$ cat src/verilog/event_timer_params.svh
// register map, field positions and reset values for the event timer compare bank
// assumes: included by bare name from the package, the modules and the sim files
`ifndef EVENT_TIMER_PARAMS_SVH
`define EVENT_TIMER_PARAMS_SVH

`define ADDR_W 8
`define DATA_W 16
`define TIME_W 24
`define TRIG_W 16

`define REG_CMP3_HIGH 8'h1F
`define REG_CMP3_LOW 8'h20
`define REG_CMP4_HIGH 8'h21
`define REG_CMP4_LOW 8'h22
`define REG_STREAM_TRIG 8'h23
`define REG_IRQ_FLAGS 8'h24
`define REG_HOST_CTRL 8'h80
`define REG_HOST_STAT 8'h81

`define HIGH_DIS_BIT 15
`define HIGH_UPPER_MSB 7
`define HIGH_MASK 16'h80FF
`define HIGH_RST 16'h00FF
`define LOW_RST 16'hFFFF
`define VALUE_RST 24'hFFFFFF
`define TRIG_RST 16'hFFFF

`define FLAG_CMP2 8
`define FLAG_CMP3 9
`define FLAG_CMP4 10
`define FLAG_OWN_MASK 16'h0700
`define FLAG_MUX_MASK 16'h60C0

`define HOST_START_BIT 0
`define HOST_IRQ_BIT 0
`define HOST_BUSY_BIT 1
`define HOST_DONE_BIT 2
`define INIT_HIGH_WORD 16'h80FF
`define INIT_LOW_WORD 16'hFFFF

`endif

$ cat src/verilog/event_timer_pkg.sv
// types shared by the compare bank device end and its host end
// assumes: event_timer_params.svh is on the include path
`include "event_timer_params.svh"

package event_timer_pkg;
    typedef logic [`ADDR_W-1:0] reg_addr_t;
    typedef logic [`DATA_W-1:0] reg_word_t;
    typedef logic [`TIME_W-1:0] time_value_t;

    typedef enum logic [4:0] {
        HOST_IDLE = 5'b00001,
        HOST_INIT_H3 = 5'b00010,
        HOST_INIT_L3 = 5'b00100,
        HOST_INIT_H4 = 5'b01000,
        HOST_INIT_L4 = 5'b10000
    } host_state_t;
endpackage

$ cat src/verilog/reg_link_if.sv
// register access link between the host controller and the compare bank
// assumes: both ends run on the same ref_clk; one access per cycle at most
`timescale 1ns/10ps
`default_nettype none

interface reg_link_if;
    event_timer_pkg::reg_addr_t addr;
    event_timer_pkg::reg_word_t wdata;
    logic wr;
    logic rd;
    event_timer_pkg::reg_word_t rdata;
    logic irq;

    modport device (input addr, input wdata, input wr, input rd, output rdata, output irq);
    modport host (output addr, output wdata, output wr, output rd, input rdata, input irq);
endinterface

`default_nettype wire

$ cat src/verilog/timer_device.sv
// device end: comparators 3 and 4, stream trigger compare and interrupt flags
// assumes: host end on the same ref_clk drives reg_link_if.host; event_time
// and the mode inputs come from logic on ref_clk
// comparators 1 and 2 and the event timer itself live outside this block
//
// The plain strobed port is this design's own decision.
`timescale 1ns/10ps
`default_nettype none
`include "event_timer_params.svh"

module timer_device (
    input wire logic ref_clk,
    input wire logic rst,
    reg_link_if.device link,
    input wire logic [`TIME_W-1:0] event_time,
    input wire logic stream_mode,
    input wire logic trig_enable,
    input wire logic compare2_disable,
    input wire logic [`DATA_W-1:0] irq_enable,
    input wire logic [`DATA_W-1:0] event_normal,
    input wire logic [`DATA_W-1:0] event_stream,
    output logic [`TIME_W-1:0] compare3_value,
    output logic compare3_disable,
    output logic [`TIME_W-1:0] compare4_value,
    output logic compare4_disable,
    output logic seq_start
);
    logic [`DATA_W-1:0] cmp3_high;
    logic [`DATA_W-1:0] cmp3_low;
    logic [`DATA_W-1:0] cmp4_high;
    logic [`DATA_W-1:0] cmp4_low;
    logic cmp3_hit;
    logic cmp4_hit;
    logic [`TRIG_W-1:0] stream_trigger_value;
    logic trig_match_q;
    logic trig_hit;
    logic [`DATA_W-1:0] flags_q;
    logic [`DATA_W-1:0] flags_d;
    logic [`DATA_W-1:0] flag_set;
    logic [`DATA_W-1:0] flag_clear;
    logic [`DATA_W-1:0] ext_events;
    logic [`DATA_W-1:0] read_word;
    logic [`DATA_W-1:0] rdata_q;

    logic wr_cmp3_high;
    logic wr_cmp3_low;
    logic wr_cmp4_high;
    logic wr_cmp4_low;
    logic wr_trig;
    logic rd_flags;
    logic trig_armed;
    logic trig_equal;
    logic cmp2_event;
    logic [`DATA_W-1:0] flag_pending;

    // the link carries one strobe a cycle, so at most one of these is high
    assign wr_cmp3_high = link.wr && link.addr == `REG_CMP3_HIGH;
    assign wr_cmp3_low = link.wr && link.addr == `REG_CMP3_LOW;
    assign wr_cmp4_high = link.wr && link.addr == `REG_CMP4_HIGH;
    assign wr_cmp4_low = link.wr && link.addr == `REG_CMP4_LOW;
    assign wr_trig = link.wr && link.addr == `REG_STREAM_TRIG;
    assign rd_flags = link.rd && link.addr == `REG_IRQ_FLAGS;

    // high strobe only stages; the low strobe loads the active comparator
    compare_unit cmp3 (
        .ref_clk(ref_clk),
        .rst(rst),
        .wr_high(wr_cmp3_high),
        .wr_low(wr_cmp3_low),
        .wdata(link.wdata),
        .event_time(event_time),
        .high_word(cmp3_high),
        .low_word(cmp3_low),
        .active_value(compare3_value),
        .active_disable(compare3_disable),
        .hit(cmp3_hit)
    );

    // same unit for comparator 4; only its decoded strobes differ
    compare_unit cmp4 (
        .ref_clk(ref_clk),
        .rst(rst),
        .wr_high(wr_cmp4_high),
        .wr_low(wr_cmp4_low),
        .wdata(link.wdata),
        .event_time(event_time),
        .high_word(cmp4_high),
        .low_word(cmp4_low),
        .active_value(compare4_value),
        .active_disable(compare4_disable),
        .hit(cmp4_hit)
    );

    // the trigger word is kept and compared in either mode; only stream mode turns a match into trig_hit
    always_ff @(posedge ref_clk)
    begin
        if (rst)
            stream_trigger_value <= `TRIG_RST;
        else if (wr_trig)
            stream_trigger_value <= link.wdata;
    end

    // the match register tracks trig_equal every cycle in either mode; only trig_hit is gated by stream mode
    always_ff @(posedge ref_clk)
    begin
        if (rst)
            trig_match_q <= 1'b0;
        else
            trig_match_q <= trig_equal;
    end

    // relies on the host keeping compare2_disable low and trig_enable high
    assign trig_armed = stream_mode
        && trig_enable && !compare2_disable;
    assign trig_equal = stream_trigger_value == event_time[`TRIG_W-1:0];
    assign trig_hit = trig_armed && trig_equal && !trig_match_q;

    // comparator 2 itself lives outside; in normal mode its event arrives as an input
    assign cmp2_event = stream_mode ? trig_hit : event_normal[`FLAG_CMP2];

    always_ff @(posedge ref_clk)
    begin
        if (rst)
            seq_start <= 1'b0;
        else
            seq_start <= trig_hit;
    end

    // shared status bits take their source from the current mode
    always_comb
    begin
        ext_events = stream_mode ?
            ((event_normal & ~`FLAG_MUX_MASK) | (event_stream & `FLAG_MUX_MASK)) :
            event_normal;
        ext_events = ext_events & ~`FLAG_OWN_MASK;
    end

    always_comb
    begin
        flag_set = ext_events;
        flag_set[`FLAG_CMP2] = cmp2_event;
        flag_set[`FLAG_CMP3] = cmp3_hit;
        flag_set[`FLAG_CMP4] = cmp4_hit;
    end

    // a read clears only what it returned; a new event in that cycle survives
    assign flag_clear = rd_flags ? flags_q : '0;
    assign flags_d = (flags_q & ~flag_clear) | flag_set;

    always_ff @(posedge ref_clk)
    begin
        if (rst)
            flags_q <= '0;
        else
            flags_q <= flags_d;
    end

    // level request, held until a status read empties every enabled flag
    assign flag_pending = flags_q & irq_enable;
    assign link.irq = |flag_pending;

    always_comb
    begin
        unique case (link.addr)
            `REG_CMP3_HIGH: read_word = cmp3_high;
            `REG_CMP3_LOW: read_word = cmp3_low;
            `REG_CMP4_HIGH: read_word = cmp4_high;
            `REG_CMP4_LOW: read_word = cmp4_low;
            `REG_STREAM_TRIG: read_word = stream_trigger_value;
            `REG_IRQ_FLAGS: read_word = flags_q;
            default: read_word = '0;
        endcase
    end

    // read data stands for the one cycle after the strobe, zero otherwise
    always_ff @(posedge ref_clk)
    begin
        if (rst)
            rdata_q <= '0;
        else if (link.rd)
            rdata_q <= read_word;
        else
            rdata_q <= '0;
    end

    assign link.rdata = rdata_q;
endmodule

`default_nettype wire

$ cat src/verilog/compare_unit.sv
// one 24-bit absolute time comparator with its staged high word and low word
// assumes: wr_high and wr_low are single-cycle strobes, never in the same cycle
`timescale 1ns/10ps
`default_nettype none
`include "event_timer_params.svh"

module compare_unit (
    input wire logic ref_clk,
    input wire logic rst,
    input wire logic wr_high,
    input wire logic wr_low,
    input wire logic [`DATA_W-1:0] wdata,
    input wire logic [`TIME_W-1:0] event_time,
    output logic [`DATA_W-1:0] high_word,
    output logic [`DATA_W-1:0] low_word,
    output logic [`TIME_W-1:0] active_value,
    output logic active_disable,
    output logic hit
);
    logic match_q;

    // reserved bits are not stored, so they read back as zero
    always_ff @(posedge ref_clk)
    begin
        if (rst)
            high_word <= `HIGH_RST;
        else if (wr_high)
            high_word <= wdata & `HIGH_MASK;
    end

    always_ff @(posedge ref_clk)
    begin
        if (rst)
            low_word <= `LOW_RST;
        else if (wr_low)
            low_word <= wdata;
    end

    // staged high word only takes effect with the low-word write
    always_ff @(posedge ref_clk)
    begin
        if (rst)
        begin
            active_value <= `VALUE_RST;
            active_disable <= 1'b0;
        end
        else if (wr_low)
        begin
            active_value <= {high_word[`HIGH_UPPER_MSB:0], wdata};
            active_disable <= high_word[`HIGH_DIS_BIT];
        end
    end

    always_ff @(posedge ref_clk)
    begin
        if (rst)
            match_q <= 1'b0;
        else
            match_q <= (active_value == event_time);
    end

    // first cycle of equality only, so a stalled timer sets the flag once
    assign hit = (active_value == event_time) && !match_q && !active_disable;
endmodule

`default_nettype wire

$ cat src/flat_wrapper.sv
// flat-port wrapper written by rule: the top's interface ports become plain ports
module timer_device_flat 
  (ref_clk, rst, event_time, stream_mode, trig_enable, compare2_disable, irq_enable, event_normal, event_stream, compare3_value, compare3_disable, compare4_value, compare4_disable, seq_start, link_addr, link_wdata, link_wr, link_rd, link_rdata, link_irq);
  reg_link_if link_i ();
  input wire logic ref_clk;
  input wire logic rst;
  input wire logic [`TIME_W-1:0] event_time;
  input wire logic stream_mode;
  input wire logic trig_enable;
  input wire logic compare2_disable;
  input wire logic [`DATA_W-1:0] irq_enable;
  input wire logic [`DATA_W-1:0] event_normal;
  input wire logic [`DATA_W-1:0] event_stream;
  output logic [`TIME_W-1:0] compare3_value;
  output logic compare3_disable;
  output logic [`TIME_W-1:0] compare4_value;
  output logic compare4_disable;
  output logic seq_start;
  input wire logic [$bits(link_i.addr)-1:0] link_addr;
  input wire logic [$bits(link_i.wdata)-1:0] link_wdata;
  input wire logic [$bits(link_i.wr)-1:0] link_wr;
  input wire logic [$bits(link_i.rd)-1:0] link_rd;
  output wire logic [$bits(link_i.rdata)-1:0] link_rdata;
  output wire logic [$bits(link_i.irq)-1:0] link_irq;
  assign link_i.addr = link_addr;
  assign link_i.wdata = link_wdata;
  assign link_i.wr = link_wr;
  assign link_i.rd = link_rd;
  assign link_rdata = link_i.rdata;
  assign link_irq = link_i.irq;
  timer_device u_core (.ref_clk(ref_clk), .rst(rst), .link(link_i), .event_time(event_time), .stream_mode(stream_mode), .trig_enable(trig_enable), .compare2_disable(compare2_disable), .irq_enable(irq_enable), .event_normal(event_normal), .event_stream(event_stream), .compare3_value(compare3_value), .compare3_disable(compare3_disable), .compare4_value(compare4_value), .compare4_disable(compare4_disable), .seq_start(seq_start));
endmodule
$ cat config.mk
export PLATFORM = sky130hd
export DESIGN_NAME = timer_device_flat
export DESIGN_NICKNAME = d
export VERILOG_FILES = /design/src/verilog/event_timer_pkg.sv /design/src/verilog/reg_link_if.sv /design/src/verilog/timer_device.sv /design/src/verilog/compare_unit.sv /design/src/flat_wrapper.sv
export VERILOG_INCLUDE_DIRS = /design/src /design/src/verilog
export SDC_FILE = /design/constraint.sdc
export NUM_CORES = 1
export LEC_CHECK = 0
export ABC_AREA = 1
export BUFFER_PORTS_ARGS = -buffer_cell sky130_fd_sc_hd__buf_2
export CORE_AREA = 2 2 126 128
export DETAILED_ROUTE_END_ITERATION = 6
export DIE_AREA = 0 0 128 130
export GPL_ROUTABILITY_DRIVEN = 0
export GPL_TIMING_DRIVEN = 0
export PLACE_DENSITY = 0.69
export SETUP_SLACK_MARGIN = 0.5
export SYNTH_ARGS = -nofsm -noshare
export SYNTH_HDL_FRONTEND = slang
export SYNTH_SLANG_ARGS = --single-unit
$ cat constraint.sdc
create_clock -name ref_clk -period 1.35 [get_ports ref_clk]
set_input_delay 0.0675 -clock ref_clk [delete_from_list [all_inputs] [get_ports ref_clk]]
set_output_delay 0.0675 -clock ref_clk [all_outputs]
set_load 0.005 [all_outputs]
; ---- Yosys cells after proc, flatten, opt, wreduce, memory -nomap -nowiden
; Cells that the tools add are included.
[op_classes]
n_eq_ne = 9
n_mux = 4
bitwise_logic = 6
reduce_logical = 22
[op_table]
columns = operator, count
row1 = $pmux W16 S6, 1
row2 = $eq A24 B24 Y1, 2
row3 = $eq A8 B6 Y1 const B, 5
row4 = $and A16 B16 Y16, 2
row5 = $mux W16, 2
row6 = $eq A16 B16 Y1, 1
row7 = $not A16 Y16, 1
row8 = $or A16 B15 Y16, 1
row9 = $or A16 B16 Y16, 1
row10 = $reduce_or A16 Y1, 1
row11 = $logic_and A1 B1 Y1, 14
row12 = $eq A8 B5 Y1 const B, 1
row13 = $logic_not A1 Y1, 6
row14 = $reduce_or A2 Y1, 1
row15 = $mux W1, 1
row16 = $not A1 Y1, 1
[word_totals]
regBits = 152
in_bits = 103
output_inout_bits = 68
elab_cells = 56

; ---- Longest topological paths before layout
[logic_depth]
word_depth = 6
mapped_depth = 10

; ---- Cells and area by module
; A second synthesis with hierarchy kept.
[hier_totals]
hier_cells = 1023
area_unflattened_um2 = 6625.1
[by_module_without_submodules]
columns = mod, n_inst, cells_each, area_per_inst_um2
row1 = compare_unit, 2, 288, 1816.7
row2 = timer_device, 1, 447, 2991.6

; ---- Least setup slack after synthesis
; Ideal clock, no wire load.
[synth_path]
path_kind = in2reg
from = input port link_addr[2]
to = register u_core.cmp4.low_word[0]
t_arrival_ns = 1.103
t_required_ns = 1.211
slack_ns = 0.109
cell_stages = 9
n_path_buf = 1
cell_sequence = inv_2 -> nand2_2 -> nor3_4 -> nand2_4 -> nor2_4 -> inv_2 -> buf_6 -> nand2_1 -> o211ai_2
[synth_between]
elab_chain_cells = 2
[synth_rtl]
columns = element, line_no
row1 = start: declaration, flat_wrapper.sv:19  ; input wire logic [$bits(link_i.addr)-1:0] link_addr;
row2 = $eq A8 B6 Y1 (no line), n/a
row3 = $logic_and A1 B1 Y1 (no line), n/a
row4 = end signal: assignment, compare_unit.sv:34  ; low_word <= `LOW_RST;
row5 = end signal: assignment, compare_unit.sv:36  ; low_word <= wdata;
row6 = end: declaration, compare_unit.sv:15  ; output logic [`DATA_W-1:0] low_word,
; No other way between the ends.
; A chain may end at the register's enable or synchronous reset.

==> run summary <==
Rows -> 46
clock slew seen by the registers of the worst setup and hold paths -> 0.06 ns
net total in the final layout -> 1287
number of cells produced by synthesis -> 839
measured slew at the worst slew-check pin -> 0.5993 ns
Cells after DPL -> 1187
worst-skew pair later-pin latency -> 0.45 ns
Clock Skew -> 0.01302 ns
vias in the first global route -> 7347
kind of path behind the tightest hold check -> in2reg
asr flop ratio synth -> 0%
failing checks -> design-rule violations, negative setup slack
critical path endpoint category -> flip-flop
count of flip-flops with a built-in enable after synthesis -> 0
number of antenna violations at the first check in global routing -> 2
Arr. time, crit path -> 2.06 ns
timing-limited maximum frequency -> 596.6 MHz
max-slew headroom at the worst pin -> 60.05%
Post-Place Setup Slack -> -0.5281 ns
HPWL after DPL -> 17170 um
peak fanout along the critical path -> 4
number of max-cap violations -> 0
total CTS buffers -> 17
placeable core area -> 15420 um2
outcome -> finished, violations left
detailed-route via count -> 9032
maximum number of pins on one net before global-route repair -> 17
RSZ-0062 raised after global routing -> true
startpoint of the most critical register-to-register path -> u_core.cmp3.low_word[1]
number of library cell types mapped by synthesis -> 33
worst setup path class -> reg2reg
die outline height -> 130 um
Final Worst Setup Slack -> -0.3263 ns
startpoint type of the worst setup path -> flip-flop
required time at the endpoint of the critical path -> 1.73 ns
count of warnings emitted by yosys -> 0
Endpoint, Worst Hold -> u_core.cmp4.low_word[4]
final hold viol count -> 0
sink count of the clock tree -> 120
CTS Root Cell -> clkbuf_16
final cell count without fillers -> 1388
maximum number of buffers from clock root to sink -> 2
leakage power of the design -> 5.377 nW
drc violations -> 39
area of combinational cells with multiple inputs -> 4349 um2
time the worst path needs with I/O delays and setup -> 1.676 ns
Hold Startpoint -> link_wdata[4]
gr ovfl total -> 0
fraction of layout cells with a size suffix above 1 -> 61.29%
instance count along the most critical hold path -> 3
TritonCTS clock tree -> yes
number of port buffers -> 156
Worst Reg-to-Reg Cells -> 9
final setup fails -> 3
peak supply drop -> 0.001042 V
H-tree levels -> 4
flip-flop and latch area -> 2566 um2
die area -> 16640 um2
DRT Pass-1 Iters -> 7
count of antenna-violating nets left after detailed routing -> 0
overall fraction of global-route tracks in use -> 33.28%
Tot Pwr -> 9.066 mW
top-level I/O count -> 171
Slew Limit Fails -> 0
FF-to-FF setup slack -> -0.33 ns
met1 Usage GRT -> 40.46%
wire length per cell -> 26.85 um
synthesized flop and latch total -> 120
met3 routing resource usage after global routing -> 8.897%
endpoint of the most critical register-to-register path -> u_core.flags_q[9]
grt met2 use -> 52.22%
post-layout util -> 74.73%
first-pass GRT wire length -> 40990 um
Power Dens Cells -> 786.5 nW/um2
commonest register cell after synthesis -> dfxtp_1
Iter 0 DRT Violations -> 1852
Post-Syn Area per Cell -> 7.021 um2
Detailed Route WL -> 37260 um
effective utilization at floorplan -> 38.19%
routed vias/inst -> 6.507
synthesized netlist net count -> 942
number of fill cells in the layout -> 840
Cell Area, Synth -> 5891 um2
Layout area overhead -> 95.69%
final antenna diode count -> 0
most used routing layer -> met2
sequential fraction of the synthesis area -> 40.78%
portion of the clock cycle consumed by the worst path in the final layout -> 124.2%
Synth area leaders -> dfxtp_1 41%, nand2_1 15%, nand3_1 10%
die width -> 128 um
area share of the largest cell type after synthesis -> 40.78%
cell type with the largest total area after synthesis -> dfxtp_1
==> registers in the layout, indices dropped and copies added (netlist names) <==
signal,flops
u_core.cmp3.active_disable,1
u_core.cmp3.active_value,9
u_core.cmp3.high_word,9
u_core.cmp3.low_word,15
u_core.cmp3.match_q,1
u_core.cmp4.active_disable,1
u_core.cmp4.active_value,9
u_core.cmp4.high_word,9
u_core.cmp4.low_word,15
u_core.cmp4.match_q,1
u_core.flags_q,16
u_core.link.rdata,16
u_core.seq_start,1
u_core.stream_trigger_value,16
u_core.trig_match_q,1
==> per-stage QoR <==
| stage | hold WS [ns] | setup TNS, ns | instance area [um2] |
|---|---|---|---|
| 4_1_cts | 0.03037 | -0.08119 | 10140 |
| 2_1_floorplan | 0.1784 | 0 | 6200 |
| 6_report | 0.04282 | -0.5081 | 11530 |
| 5_1_grt | 0.05506 | -0.6065 | 11530 |
| 3_5_place_dp | 0.2850 | -27.50 | 7221 |
| 3_3_place_gp | 0.2786 | -25.99 | 7221 |
==> cells in the final DEF (no fill, tap or decap), drive strengths merged <==
master / n
a21oi: 29
a22o: 1
a31oi: 4
and2: 2
and3: 1
buf: 314
clkbuf: 39
clkinv: 8
clkinvlp: 2
dfxtp: 120
dlygate4sd3: 34
inv: 79
nand2: 234
nand3: 125
nand4: 6
nor2: 78
nor3: 8
o211ai: 49
o21ai: 31
o22ai: 3
xnor2: 19
xor2: 10
==> worst max-delay path, stage by stage (launching register included) <==
cell     delay [ns]
dfxtp_4        0.39
inv_1          0.13
nand2_1        0.07
nand2_1        0.06
nand2_1        0.11
nor2_1         0.18
nand2_1        0.10
nor2_2         0.18
nand3_2        0.25
nand2_1        0.14
==> layout make-up <==
type | instances | share of cell area, %
inverters | 80 | 3.300
plain buffers | 40 | 4.092
well taps | 192 | 2.084
repair buffers | 325 | 25.90
flip-flops and latches | 120 | 22.26
clock buffers | 22 | 4.201
multi-input cells | 600 | 37.73
clock inverters | 9 | 0.4342
==> worst max path at each step <==
stage               slack, ns                              end                     from
global placement        -0.47   u_core.stream_trigger_value[9]             link_addr[1]
CTS                     -0.08                         link_irq       u_core.flags_q[10]
floorplan                0.15          u_core.cmp4.low_word[0]             link_addr[2]
finish                  -0.33                u_core.flags_q[9]  u_core.cmp3.low_word[1]
detailed placement      -0.53  u_core.stream_trigger_value[13]             link_addr[1]
global route            -0.37                u_core.flags_q[9]  u_core.cmp3.low_word[1]
==> power by group <==
group	total [mW]	internal, mW	leakage [nW]	switching [mW]
registers	3.58	3.53	0.959	0.0478
logic	1.19	0.473	4.15	0.721
clock network	4.29	2.50	0.267	1.80
total	9.07	6.50	5.38	2.57
==> Yosys cell counts (2+ instances only) <==
cell	count
nor2_4	2
buf_4	7
clkbuf_1	14
nor2_1	74
nor3_1	5
nand4_1	6
a21oi_1	28
buf_2	13
buf_6	2
a31oi_1	4
o21ai_0	30
xor2_1	10
buf_1	3
inv_2	5
nand2_1	232
and2_1	2
xnor2_1	19
nand3_2	2
nor3_4	3
o211ai_2	7
dfxtp_1	120
nor2_2	2
o22ai_1	3
inv_1	75
o211ai_1	42
nand3_1	122
==> what timing repair did <==
item,CTS,global route
gates cloned,14,4
setup buffers,76,42
endpoints found under the setup margin,188,188
pin swaps,79,84
hold buffers,34,0
resized for setup,349,265
endpoints found under the hold margin,45,0
==> per-layer routing <==
metal	share of wire [%]	routed length [um]	up-vias
li1	-	-	3463
met1	32	11970	4072
met2	41	15300	1065
met3	15	5467	426
met4	12	4424	6
met5	0.25	93	-
==> cells by family after synthesis <==
kind of cell,count (synthesis),share of synthesized area [%]
buffers and inverters,120,8.645
DFF,120,40.78
xor gates and xnor gates,29,4.312
and+or+nand+nor,453,33.31
AOI/OAI and AO/OA,117,12.96
Power figures use the tool's default switching activity.
